==> config.mk <==
export PLATFORM = sky130hd
export DESIGN_NAME = ifc_counter
export DESIGN_NICKNAME = d
export VERILOG_FILES = /design/src/shared/ifc_pkg.sv /design/src/ifc_counter.sv
export SDC_FILE = /design/constraint.sdc
export NUM_CORES = 1
export LEC_CHECK = 0
export BUFFER_PORTS_ARGS = -buffer_cell sky130_fd_sc_hd__buf_2
export CAP_MARGIN = 5
export CORE_MARGIN = 10
export CORE_UTILIZATION = 55
export DETAILED_ROUTE_END_ITERATION = 7
export GPL_ROUTABILITY_DRIVEN = 0
export GPL_TIMING_DRIVEN = 1
export PLACE_DENSITY_LB_ADDON = 0.12
export SYNTH_ARGS = -nofsm -noshare
export SYNTH_HDL_FRONTEND = slang
export SYNTH_SLANG_ARGS = --single-unit
==> constraint.sdc <==
create_clock -name ref_clk -period 2.2 [get_ports ref_clk]
set_input_delay 0.22 -clock ref_clk [delete_from_list [all_inputs] [get_ports ref_clk]]
set_output_delay 0.22 -clock ref_clk [all_outputs]
set_load 0.03 [all_outputs]
==> src/shared/ifc_pkg.sv <==
package ifc_pkg;
   // register byte addresses
   localparam logic [3:0] ifc_addr_ctrl = 4'h0;
   localparam logic [3:0] ifc_addr_low = 4'h4;
   localparam logic [3:0] ifc_addr_mid = 4'h8;
   localparam logic [3:0] ifc_addr_high = 4'hc;
   // control register fields
   localparam int ifc_clr_bit = 7;
   localparam int ifc_fm_bit = 6;
   localparam int ifc_am_bit = 5;
   localparam int ifc_gate_lsb = 0;
   localparam int ifc_gate_w = 4;
   localparam logic [7:0] ifc_ctrl_rst = 8'h00;
   // count width
   localparam int ifc_cnt_w = 17;
   // timebase
   localparam int ifc_clk_khz = 100000;
   localparam int ifc_tick_us = 1000;
   localparam int ifc_tick_cyc = ifc_clk_khz * ifc_tick_us / 1000;
   localparam int ifc_half_cyc = ifc_tick_cyc / 2;
   // bus answers
   localparam logic [1:0] ifc_resp_okay = 2'b00;
   localparam logic [1:0] ifc_resp_slverr = 2'b10;

   typedef enum logic [1:0] {
      ifc_idle,
      ifc_arm,
      ifc_gate,
      ifc_done
   } ifc_state_t;
endpackage : ifc_pkg

==> src/ifc_counter.sv <==
`timescale 1ns/1ps
// Operation
// - count is a 17-bit up-counter read through three byte registers
// - writes to the readout registers do not touch the count
// - gate field picks 1 to 15 ms gate
// - bits 6 and 5 of control select fm or am input
// - unselected input pin gets its pull-down enabled while the other input is selected; none when neither is
// - am input counts each rising edge directly
// - fm input passes a divide-by-two stage before the counter
// - reset clears the count to zero
// - count is held after gate closes until cleared or restarted
// - control bit 7 written as one clears the held count
// - halt keeps count and state unchanged unless the control register is written
// - control register is 8 bits, all zero at reset
// - gate built from free-running 1 ms pulses, whole number of them
// - counting starts at next falling edge of the 1 ms timebase
// - 1 ms timebase divided from the main clock
// - fm prescaler holding an odd rise at gate close or deselect counts one extra
// - am high at gate open counts one extra
module ifc_counter
   import ifc_pkg::*;
#(
   parameter int tick_cycles = ifc_tick_cyc
) (
   input wire logic ref_clk,
   input wire logic reset,
   input wire logic halt,
   input wire logic fm_input_pin,
   input wire logic am_input_pin,
   output logic fm_pulldown_en,
   output logic am_pulldown_en,
   output logic gate_open,
   output logic busy,
   input wire logic [3:0] s_axi_awaddr,
   input wire logic s_axi_awvalid,
   output logic s_axi_awready,
   input wire logic [31:0] s_axi_wdata,
   input wire logic [3:0] s_axi_wstrb,
   input wire logic s_axi_wvalid,
   output logic s_axi_wready,
   output logic [1:0] s_axi_bresp,
   output logic s_axi_bvalid,
   input wire logic s_axi_bready,
   input wire logic [3:0] s_axi_araddr,
   input wire logic s_axi_arvalid,
   output logic s_axi_arready,
   output logic [31:0] s_axi_rdata,
   output logic [1:0] s_axi_rresp,
   output logic s_axi_rvalid,
   input wire logic s_axi_rready
);

   // elaboration checks: the timebase counter is 20 bits wide and needs
   // at least two cycles per tick to make a high and a low half
   if (tick_cycles < 2 || tick_cycles > 1048575) begin : g_chk
      $error("tick_cycles out of range");
   end
   // the readout splits the count into three bytes, high byte one bit
   if (ifc_cnt_w != 17) begin : g_chk_cnt
      $error("count width must be 17");
   end
   // the gate field must fit the 4-bit remaining-ticks counter
   if (ifc_gate_w != 4) begin : g_chk_gate
      $error("gate field must be 4 bits");
   end

   // bus state
   logic aw_hold_ff;
   logic w_hold_ff;
   logic [3:0] awaddr_ff;
   logic [31:0] wdata_ff;
   logic wstrb0_ff;
   // channel readies are registered so that no bus output is
   // combinational; each is computed one cycle ahead from next state
   logic awready_ff;
   logic wready_ff;
   logic arready_ff;
   logic busy_ff;
   logic bvalid_ff;
   logic [1:0] bresp_ff;
   logic rvalid_ff;
   logic [1:0] rresp_ff;
   logic [31:0] rdata_ff;

   // block state
   logic [7:0] ctrl_ff;
   logic [ifc_cnt_w-1:0] count_ff;
   logic [19:0] tb_cnt_ff;
   logic tb_level_ff;
   logic [3:0] gate_left_ff;
   ifc_state_t state_ff;
   logic fm_prev_ff;
   logic am_prev_ff;
   logic fm_div_ff;
   logic sel_fm_prev_ff;
   logic sel_am_prev_ff;
   logic gate_ff;
   logic pd_fm_ff;
   logic pd_am_ff;

   // byte-wide read decode
   function automatic logic [7:0] ifc_rd_byte(
      input logic [3:0] a,
      input logic [7:0] c,
      input logic [ifc_cnt_w-1:0] n
   );
      logic [7:0] r;
      r = 8'h00;
      case (a)
         ifc_addr_ctrl: r = c;
         ifc_addr_low: r = n[7:0];
         ifc_addr_mid: r = n[15:8];
         ifc_addr_high: r = {7'h00, n[16]};
         default: r = 8'h00;
      endcase
      return r;
   endfunction : ifc_rd_byte

   function automatic logic ifc_mapped(input logic [3:0] a);
      return (a == ifc_addr_ctrl) || (a == ifc_addr_low) ||
             (a == ifc_addr_mid) || (a == ifc_addr_high);
   endfunction : ifc_mapped

   // write channel capture; address and data may come in either order
   // and each is parked until its partner arrives
   wire aw_take = s_axi_awvalid && awready_ff;
   wire w_take = s_axi_wvalid && wready_ff;
   wire [3:0] wr_addr = aw_hold_ff ? awaddr_ff : s_axi_awaddr;
   wire [31:0] wr_data = w_hold_ff ? wdata_ff : s_axi_wdata;
   wire wr_strb0 = w_hold_ff ? wstrb0_ff : s_axi_wstrb[0];
   wire wr_fire = (aw_hold_ff || aw_take) && (w_hold_ff || w_take);
   wire ctrl_wr = wr_fire && wr_addr == ifc_addr_ctrl && wr_strb0;
   wire [1:0] nxt_bresp = ifc_mapped(wr_addr) ? ifc_resp_okay :
                          ifc_resp_slverr;

   // read channel; one read in flight, ready drops while data waits
   wire ar_take = s_axi_arvalid && arready_ff;
   wire [3:0] rd_addr = s_axi_araddr;

   // next channel state, used to set the readies one cycle ahead
   // so a slot is never offered while its answer is still pending
   wire nxt_aw_hold = !wr_fire && (aw_hold_ff || aw_take);
   wire nxt_w_hold = !wr_fire && (w_hold_ff || w_take);
   wire nxt_bvalid = wr_fire || (bvalid_ff && !s_axi_bready);
   wire nxt_rvalid = ar_take || (rvalid_ff && !s_axi_rready);

   // timebase: free-running 1 ms square wave, falling edge marks tick;
   // it pauses in halt so that an open gate keeps its exact length
   wire tb_step = !halt;
   wire tb_wrap = tb_step && tb_cnt_ff == 20'(tick_cycles - 1);
   wire tb_mid = tb_step && tb_cnt_ff == 20'(tick_cycles / 2 - 1);
   wire nxt_tb_level = tb_wrap ? 1'b0 :
                       tb_mid ? 1'b1 :
                       tb_level_ff;
   // tick is the high-to-low step of the square wave
   wire tb_fall = tb_level_ff && !nxt_tb_level;

   // input selection and edge logic
   wire sel_fm = ctrl_ff[ifc_fm_bit];
   wire sel_am = ctrl_ff[ifc_am_bit] && !sel_fm;
   // gate length comes from the written word, so a restart needs no
   // second write to take effect
   wire [3:0] wr_gate = wr_data[ifc_gate_lsb +: ifc_gate_w];
   // counting pauses in halt; the window itself stays open
   wire gate_run = state_ff == ifc_gate && !halt;
   // arming or gating counts as busy
   wire nxt_busy = state_ff == ifc_arm || state_ff == ifc_gate;
   wire am_rise = am_input_pin && !am_prev_ff;
   wire am_open = gate_run && sel_am && am_input_pin &&
                  (!gate_ff || !sel_am_prev_ff);
   wire am_inc = gate_run && sel_am && (am_rise || am_open);
   wire fm_fall = !fm_input_pin && fm_prev_ff;
   wire fm_div_out = gate_run && sel_fm && fm_input_pin && !fm_prev_ff &&
                     fm_div_ff;
   wire gate_close = gate_run && tb_fall && gate_left_ff == 4'h1;
   wire fm_tail = sel_fm_prev_ff && gate_ff && fm_div_ff &&
                  (gate_close || !sel_fm);
   wire fm_inc = fm_div_out || fm_tail;
   wire do_inc = am_inc || fm_inc;
   wire clr_req = ctrl_wr && wr_data[ifc_clr_bit];

   // control register, clear bit is self-clearing strobe
   always_ff @(posedge ref_clk) begin
      if (reset) begin
         ctrl_ff <= ifc_ctrl_rst;
      end else if (ctrl_wr) begin
         ctrl_ff <= {1'b0, wr_data[6:0]};
      end
   end

   // timebase divider
   always_ff @(posedge ref_clk) begin
      if (reset) begin
         tb_cnt_ff <= 20'h00000;
         tb_level_ff <= 1'b0;
      end else begin
         if (tb_step) begin
            tb_cnt_ff <= tb_wrap ? 20'h00000 : tb_cnt_ff + 20'h00001;
         end
         tb_level_ff <= nxt_tb_level;
      end
   end

   // gate sequencer
   always_ff @(posedge ref_clk) begin
      if (reset) begin
         state_ff <= ifc_idle;
         gate_left_ff <= 4'h0;
      end else if (ctrl_wr) begin
         state_ff <= (wr_gate != 4'h0) ? ifc_arm : ifc_idle;
         gate_left_ff <= wr_gate;
      end else if (!halt) begin
         case (state_ff)
            ifc_arm: if (tb_fall) state_ff <= ifc_gate;
            ifc_gate: if (tb_fall) begin
               gate_left_ff <= gate_left_ff - 4'h1;
               if (gate_left_ff == 4'h1) state_ff <= ifc_done;
            end
            ifc_idle, ifc_done: state_ff <= state_ff;
            default: state_ff <= ifc_idle;
         endcase
      end
   end

   // input history and fm prescaler
   always_ff @(posedge ref_clk) begin
      if (reset) begin
         fm_prev_ff <= 1'b0;
         am_prev_ff <= 1'b0;
         fm_div_ff <= 1'b0;
         sel_fm_prev_ff <= 1'b0;
         sel_am_prev_ff <= 1'b0;
         gate_ff <= 1'b0;
      end else begin
         fm_prev_ff <= fm_input_pin;
         am_prev_ff <= am_input_pin;
         sel_fm_prev_ff <= sel_fm;
         sel_am_prev_ff <= sel_am;
         // window flag ignores halt, so the gate looks open through it
         gate_ff <= state_ff == ifc_gate;
         // prescaler phase survives a halt; only gate end or deselecting fm clears it
         if (state_ff != ifc_gate || !sel_fm || fm_tail) begin
            fm_div_ff <= 1'b0;
         end else if (halt) begin
            fm_div_ff <= fm_div_ff;
         end else if (fm_input_pin && !fm_prev_ff) begin
            fm_div_ff <= !fm_div_ff;
         end else if (fm_fall) begin
            fm_div_ff <= fm_div_ff;
         end
      end
   end

   // measurement counter
   always_ff @(posedge ref_clk) begin
      if (reset) begin
         count_ff <= '0;
      end else if (clr_req || (ctrl_wr && wr_gate != 4'h0)) begin
         count_ff <= '0;
      end else if (do_inc) begin
         count_ff <= count_ff + 17'h00001;
      end
   end // no other path changes the count

   // status and pull-down outputs
   always_ff @(posedge ref_clk) begin
      if (reset) begin
         pd_fm_ff <= 1'b0;
         pd_am_ff <= 1'b0;
         busy_ff <= 1'b0;
      end else begin
         pd_fm_ff <= sel_am;
         pd_am_ff <= sel_fm;
         busy_ff <= nxt_busy;
      end
   end

   // readies rise only when the slot will be free at the next edge;
   // all low in reset, so nothing is taken before release
   always_ff @(posedge ref_clk) begin
      if (reset) begin
         awready_ff <= 1'b0;
         wready_ff <= 1'b0;
         arready_ff <= 1'b0;
      end else begin
         awready_ff <= !nxt_aw_hold && !nxt_bvalid;
         wready_ff <= !nxt_w_hold && !nxt_bvalid;
         arready_ff <= !nxt_rvalid;
      end
   end

   // axi write path
   always_ff @(posedge ref_clk) begin
      if (reset) begin
         aw_hold_ff <= 1'b0;
         w_hold_ff <= 1'b0;
         awaddr_ff <= 4'h0;
         wdata_ff <= 32'h00000000;
         wstrb0_ff <= 1'b0;
         bvalid_ff <= 1'b0;
         bresp_ff <= ifc_resp_okay;
      end else if (wr_fire) begin
         aw_hold_ff <= 1'b0;
         w_hold_ff <= 1'b0;
         bvalid_ff <= 1'b1;
         bresp_ff <= nxt_bresp;
      end else begin
         if (aw_take) begin
            aw_hold_ff <= 1'b1;
            awaddr_ff <= s_axi_awaddr;
         end
         if (w_take) begin
            w_hold_ff <= 1'b1;
            wdata_ff <= s_axi_wdata;
            wstrb0_ff <= s_axi_wstrb[0];
         end
         if (bvalid_ff && s_axi_bready) bvalid_ff <= 1'b0;
      end
   end

   // axi read path
   always_ff @(posedge ref_clk) begin
      if (reset) begin
         rvalid_ff <= 1'b0;
         rresp_ff <= ifc_resp_okay;
         rdata_ff <= 32'h00000000;
      end else if (ar_take) begin
         rvalid_ff <= 1'b1;
         rresp_ff <= ifc_mapped(rd_addr) ? ifc_resp_okay : ifc_resp_slverr;
         rdata_ff <= {24'h000000, ifc_rd_byte(rd_addr, ctrl_ff, count_ff)};
      end else if (rvalid_ff && s_axi_rready) begin
         rvalid_ff <= 1'b0;
      end
   end

   // outputs, each straight from a register
   assign s_axi_awready = awready_ff;
   assign s_axi_wready = wready_ff;
   assign s_axi_bvalid = bvalid_ff;
   assign s_axi_bresp = bresp_ff;
   assign s_axi_arready = arready_ff;
   assign s_axi_rvalid = rvalid_ff;
   assign s_axi_rresp = rresp_ff;
   assign s_axi_rdata = rdata_ff;
   assign fm_pulldown_en = pd_fm_ff;
   assign am_pulldown_en = pd_am_ff;
   assign gate_open = gate_ff;
   assign busy = busy_ff;
endmodule : ifc_counter

Yosys cells after proc, flatten, opt, wreduce, memory -nomap -nowiden

Index checks and enable logic that the tools add are counted.

Bits in registers: 90

Add/subtract/negate cells: 3
Equal/unequal tests: 18
Mux-type cells: 24
Bitwise operators: 2
Reduce and logical (&&, ||, !) cells: 87

Operator list:

| cell                                                  | count |
|---|---|
| logical AND 1 bit                                     | 36 |
| case mux 8 bit (4 select lines)                       | 1 |
| adder 20 x 1 -> 20 bit, second input constant         | 1 |
| equality test 20 x 16 -> 1 bit, second input constant | 1 |
| equality test 20 x 17 -> 1 bit, second input constant | 1 |
| 2-to-1 mux 20 bit                                     | 1 |
| 2-to-1 mux 4 bit                                      | 5 |
| logical OR 1 bit                                      | 19 |
| adder 17 x 1 -> 17 bit, second input constant         | 1 |
| equality test 4 bit, second input constant            | 4 |
| zero test 1 bit                                       | 15 |
| 2-to-1 mux 2 bit                                      | 7 |
| != test 3 bit, second input constant                  | 3 |
| equality test 4 x 3 -> 1 bit, second input constant   | 2 |
| zero test 4 bit                                       | 2 |
| 2-to-1 mux 1 bit                                      | 8 |
| 2-to-1 mux 8 bit                                      | 1 |
| nonzero test 2 bit                                    | 4 |
| OR reduction 2 bit                                    | 4 |
| AND reduction 2 bit                                   | 3 |
| AND reduction 5 bit                                   | 1 |
| equality test 2 bit, second input constant            | 2 |
| equality test 4 x 1 -> 1 bit, second input constant   | 1 |
| != test 2 bit, second input constant                  | 2 |
| other kinds (8)                                       | 9 |

Logic depth before layout (Yosys ltp)

Depth after elaboration: 12
Depth in mapped cells: 9
Gate-level depth less buffers: 7

Worst setup path after synthesis

Ideal clock, no wire load.

Path type: register -> register
Start: register state_ff[0]
End: register count_ff[15]
Library setup time: 0.072 ns
Arrival: 1.962 ns
Data required time: 2.128 ns
Path slack: 0.166 ns
Cell stages (with the launch flop): 9
Path buffers: 1
Clock period less this slack: 2.034 ns
Cells stage by stage: dfxtp_1 > inv_1 > ha_1 > and3b_1 > nand3_2 > or4_4 > buf_6 > a211oi_1 > mux2i_1

Longest elaborated chain between the ends: 8
Elaborated cells on any way between the ends: 17
Those cells by class: eq/ne: 1; reduce/logical: 16

RTL lines:

| item                                                  | RTL line                                                   | text |
|---|---|---|
| start: declaration                                    | ifc_counter.sv:91                                          | `ifc_state_t state_ff;` |
| start signal: assignment                              | ifc_counter.sv:207                                         | `state_ff <= ifc_idle;` |
| start signal: assignment                              | ifc_counter.sv:210                                         | `state_ff <= (wr_gate != 4'h0) ? ifc_arm : ifc_idle;` |
| start signal: assignment                              | ifc_counter.sv:214                                         | `ifc_arm: if (tb_fall) state_ff <= ifc_gate;` |
| equality test 2 bit *                                 | ifc_counter.sv:165                                         | `wire gate_run = state_ff == ifc_gate && !halt;` |
| logical AND 1 bit *                                   | ifc_counter.sv:165                                         |  |
| logical AND 1 bit (on tied branches)                  | n/a                                                        |  |
| logical AND 1 bit (on tied branches)                  | ifc_counter.sv:169, ifc_counter.sv:173, ifc_counter.sv:175 |  |
| logical AND 1 bit, or another cell as far along       | ifc_counter.sv:169                                         | `wire am_open = gate_run && sel_am && am_input_pin &&` |
| logical OR 1 bit, or another cell as far along        | ifc_counter.sv:171                                         | `wire am_inc = gate_run && sel_am && (am_rise \|\| am_open);` |
| logical AND 1 bit or logical OR 1 bit (tied branches) | ifc_counter.sv:171, ifc_counter.sv:178                     |  |
| logical OR 1 bit *                                    | ifc_counter.sv:179                                         | `wire do_inc = am_inc \|\| fm_inc;` |
| end signal: assignment                                | ifc_counter.sv:261                                         | `count_ff <= count_ff + 17'h00001;` |
| end: declaration                                      | ifc_counter.sv:87                                          | `logic [ifc_cnt_w-1:0] count_ff;` |

Mark *: on every way between the ends. The rest lies on a longest branch, timed or not.
A chain may end at the register's enable or synchronous reset.

Worst setup path in the final report

Start: register gate_left_ff[1]
End: register count_ff[16]

Longest elaborated chain between the ends: 6

RTL lines:

| item                         | RTL line           | text |
|---|---|---|
| start: declaration           | ifc_counter.sv:90  | `logic [3:0] gate_left_ff;` |
| start signal: assignment     | ifc_counter.sv:211 | `gate_left_ff <= wr_gate;` |
| start signal: assignment     | ifc_counter.sv:216 | `gate_left_ff <= gate_left_ff - 4'h1;` |
| equality test 4 x 1 -> 1 bit | ifc_counter.sv:175 | `wire gate_close = gate_run && tb_fall && gate_left_ff == 4'h1;` |
| logical AND 1 bit            | ifc_counter.sv:175 |  |
| logical OR 1 bit             | ifc_counter.sv:177 | `(gate_close \|\| !sel_fm);` |
| logical AND 1 bit            | ifc_counter.sv:176 | `wire fm_tail = sel_fm_prev_ff && gate_ff && fm_div_ff &&` |
| logical OR 1 bit             | ifc_counter.sv:178 | `wire fm_inc = fm_div_out \|\| fm_tail;` |
| logical OR 1 bit             | ifc_counter.sv:179 |  |

Every way passes these cells.

==> impl_metrics.toml <==
[floorplan]
initial_core_util_pct = 56.2
boundaryPins = 99
die_x_um = 111
die_y_um = 111
num_rows = 33
coreArea_um2 = 8130
design.die.area_um2 = 12400

[synth]
syn_area_per_cell_um2 = 8.81
synth.distinct_cells = 61
synthCells = 519
async_reset_ff_share_pct = 0
yosysTopAreaCell = "dfxtp_1"
ys_seq_area_share_pct = 38.5
synth_top_area_share_pct = 38.5
synth-edff-count = 0
netlist_area_um2 = 4570
ys_ff_latch = 88
synthFlopType = "dfxtp_1"
ys_warn_count = 0
synth_area_leaders = "dfxtp_1, mux2i_1, buf_4"

[sta]
fin_skew_ps = 18.4
finalSetupTns_ps = 0
final-hold-violation-count = 0
drv_slew = 0
setup_viol = 0
clock.fmax_mhz = 479
relSlewSlack_pct = 47.9
fin_hold_ws_ps = 74.4
rsz0062_at_grt = "false"
worst_pin_slew_ps = 782
fin_crit_sh_pct = 94.9
setup_slack_ps = 112
min_period_ps = 2090

[final_layout]
diodes = 0
area_growth_syn_to_layout_pct = 11.4
drive_above_1_share_pct = 21.4
design_area_um2 = 5090
multi_input_area_um2 = 2560
stdcell_count = 675
fillers = 718
final_nets = 625
seq_area_um2 = 1760
utilization_pct = 62.6

[clocking]
cts_buffer_depth = 2
cts_sinks = 88
cts_tree = "yes"
cts_buffers = 9
clockRootBuffer = "clkbuf_8"
cts_max_level = 3
clk_latency_ps = 370
clk_pin_slew_ps = 110
ctsHoldBuffers = 0

[pwr]
power.net_switching_mw = 0.884
netSwitchingFraction_pct = 28.9
irDropWorstVdd_uv = 306
powerDensity_nw_per_um2 = 600
p_comb_share_pct = 9.8
clockPowerShare_pct = 36.3
cell_internal_pwr_mw = 2.17
p_seq_share_pct = 53.9
leakage_nw = 1.97
power.total_mw = 3.05

[setup_path]
crit_path_start_kind = "flip-flop"
ff2ff_path_depth = 7
endpoint_kind = "flip-flop"
cp_max_fo = 5
required_ps = 2500
crit_arrival_ps = 2390
critPathKind = "reg -> reg"

[detailed_routing]
wire_per_inst_um = 14.7
drcViolationCount = 0
drt_iter0_markers = 123
viasPerCell = 5.48
vias = 3700
wl_um = 9950
firstDrtPassIters = 4
ant_nets = 0

[global_routing]
antenna_found_initial = 0
grt_start_max_net_pins = 51
grt_overflow = 0
grt_usage_pct = 16.0
grt_pass1_wl_um = 17100
grt_pass1_vias = 3643

[worst_hold_path]
hp-class = "in -> reg"
hold_path_depth = 3

[flow_run]
drv_cap = 0

[placed_design]
place_area_um2 = 4880
post-place-cells = 659
dp_hpwl_um = 7380
place.port_buffers = 45
place_ws_ps = 60.9

[status]
status = "finished, final reports clean"
-- cell type report --
type                    instances  share of cell area (%)
inverters                       5                   0.369
well taps                     105                    2.58
multi-input cells             393                    50.2
clock inverters                 7                    1.45
flip-flops and latches         88                    34.6
repair buffers                 68                    8.30
clock buffers                   9                    2.43
-- layout by cell type, fill, tap and decap left out, types with 3 or more instances in the layout --
| master | instances |
|---|---|
| inv_8 | 3 |
| o21a_1 | 6 |
| nor4_1 | 5 |
| or3b_2 | 16 |
| nand2_1 | 44 |
| nand3_1 | 19 |
| a22oi_1 | 8 |
| xor2_1 | 17 |
| clkbuf_8 | 9 |
| a21oi_1 | 24 |
| conb_1 | 26 |
| nand3b_1 | 18 |
| buf_4 | 21 |
| a21o_1 | 3 |
| nand2b_1 | 6 |
| dfxtp_1 | 87 |
| nor3_1 | 13 |
| inv_1 | 5 |
| o21ai_0 | 8 |
| nand4_1 | 8 |
| xnor2_1 | 5 |
| nor2b_1 | 9 |
| and3_1 | 9 |
| mux2i_1 | 35 |
| buf_2 | 45 |
| ha_1 | 6 |
| a211oi_1 | 6 |
| and2_1 | 4 |
| nor2_1 | 51 |
| a21oi_2 | 8 |
| nor3_2 | 3 |
-- cell families after synthesis --
group | after synthesis | synth area share (%)
compound gates | 77 | 11.4
flops | 88 | 38.5
buf+inv | 63 | 7.88
mux | 36 | 8.16
fa+ha+maj | 6 | 1.64
other cells | 1 | 0.0820
xor+xnor | 22 | 4.22
simple gates | 226 | 28.1
-- cell usage after synthesis (3+ instances only) --
master    count
xor2_1       17
nor2b_1       9
nor3_1       14
buf_1         3
nor2_1       51
nand2_1      44
o21a_1        6
nand2b_1      6
a22oi_1       8
inv_1         5
a21oi_2       8
mux2i_1      35
a211oi_1      6
nand3b_1     18
buf_4        27
a21o_1        3
clkbuf_1     20
nor3b_1       3
ha_1          6
nand3_1      19
nand4_1       8
buf_2         6
or3b_2       16
o21ai_0       8
and2_1        4
nor4_1        5
xnor2_1       5
and3_1        9
a21oi_1      24
dfxtp_1      88
-- path summary, 6_finish.rpt --
check / start / endpoint / slack, ps
setup / recovery: gate_left_ff[1] / count_ff[16] / 110
hold / removal: s_axi_wdata[5] / wdata_ff[5] / 70
setup reg to reg: gate_left_ff[1] / count_ff[16] / 110
hold reg to reg: wdata_ff[1] / wdata_ff[1] / 460
-- worst max-delay path: stages, from the launching register on --
cell	delay, ps
dfxtp_1	330
inv_1	80
ha_1	150
nor3b_4	210
nand2b_1	100
or4_4	560
a211oi_1	350
mux2i_1	230
-- what timing repair did --
item                       4_1_cts  5_1_grt
setup buffers                    0        0
setup endpoints to repair        0       14
gates resized for setup          0        3
-- metal layers --
metal | GRT usage [%] | vias to the layer above | routed length (µm)
met1 | 19.0 | 1764 | 4430
met2 | 27.4 | 56 | 4960
met4 | 5.66 | 0 | 176
met5 | 0 | - | 0
met3 | 3.68 | 15 | 388
li1 | - | 1865 | -
-- power by group through the flow --
stage | Clock (mW) | Combinational (mW) | Sequential (mW)
floorplan | 0 | 0.240 | 1.70
global placement | 0 | 0.293 | 1.68
detailed placement | 0 | 0.299 | 1.68
CTS | 1.13 | 0.300 | 1.65
global route | 1.21 | 0.328 | 1.65
finish | 1.11 | 0.300 | 1.65
-- state kept, by name (all words and copies together), names as in the netlist, 2 cells and up --
name / count
tb_cnt_ff: 20
count_ff: 17
s_axi_rdata: 8
wdata_ff: 8
ctrl_ff: 7
awaddr_ff: 4
gate_left_ff: 4
state_ff: 2
No activity file was read; power rests on OpenSTA's default activity.
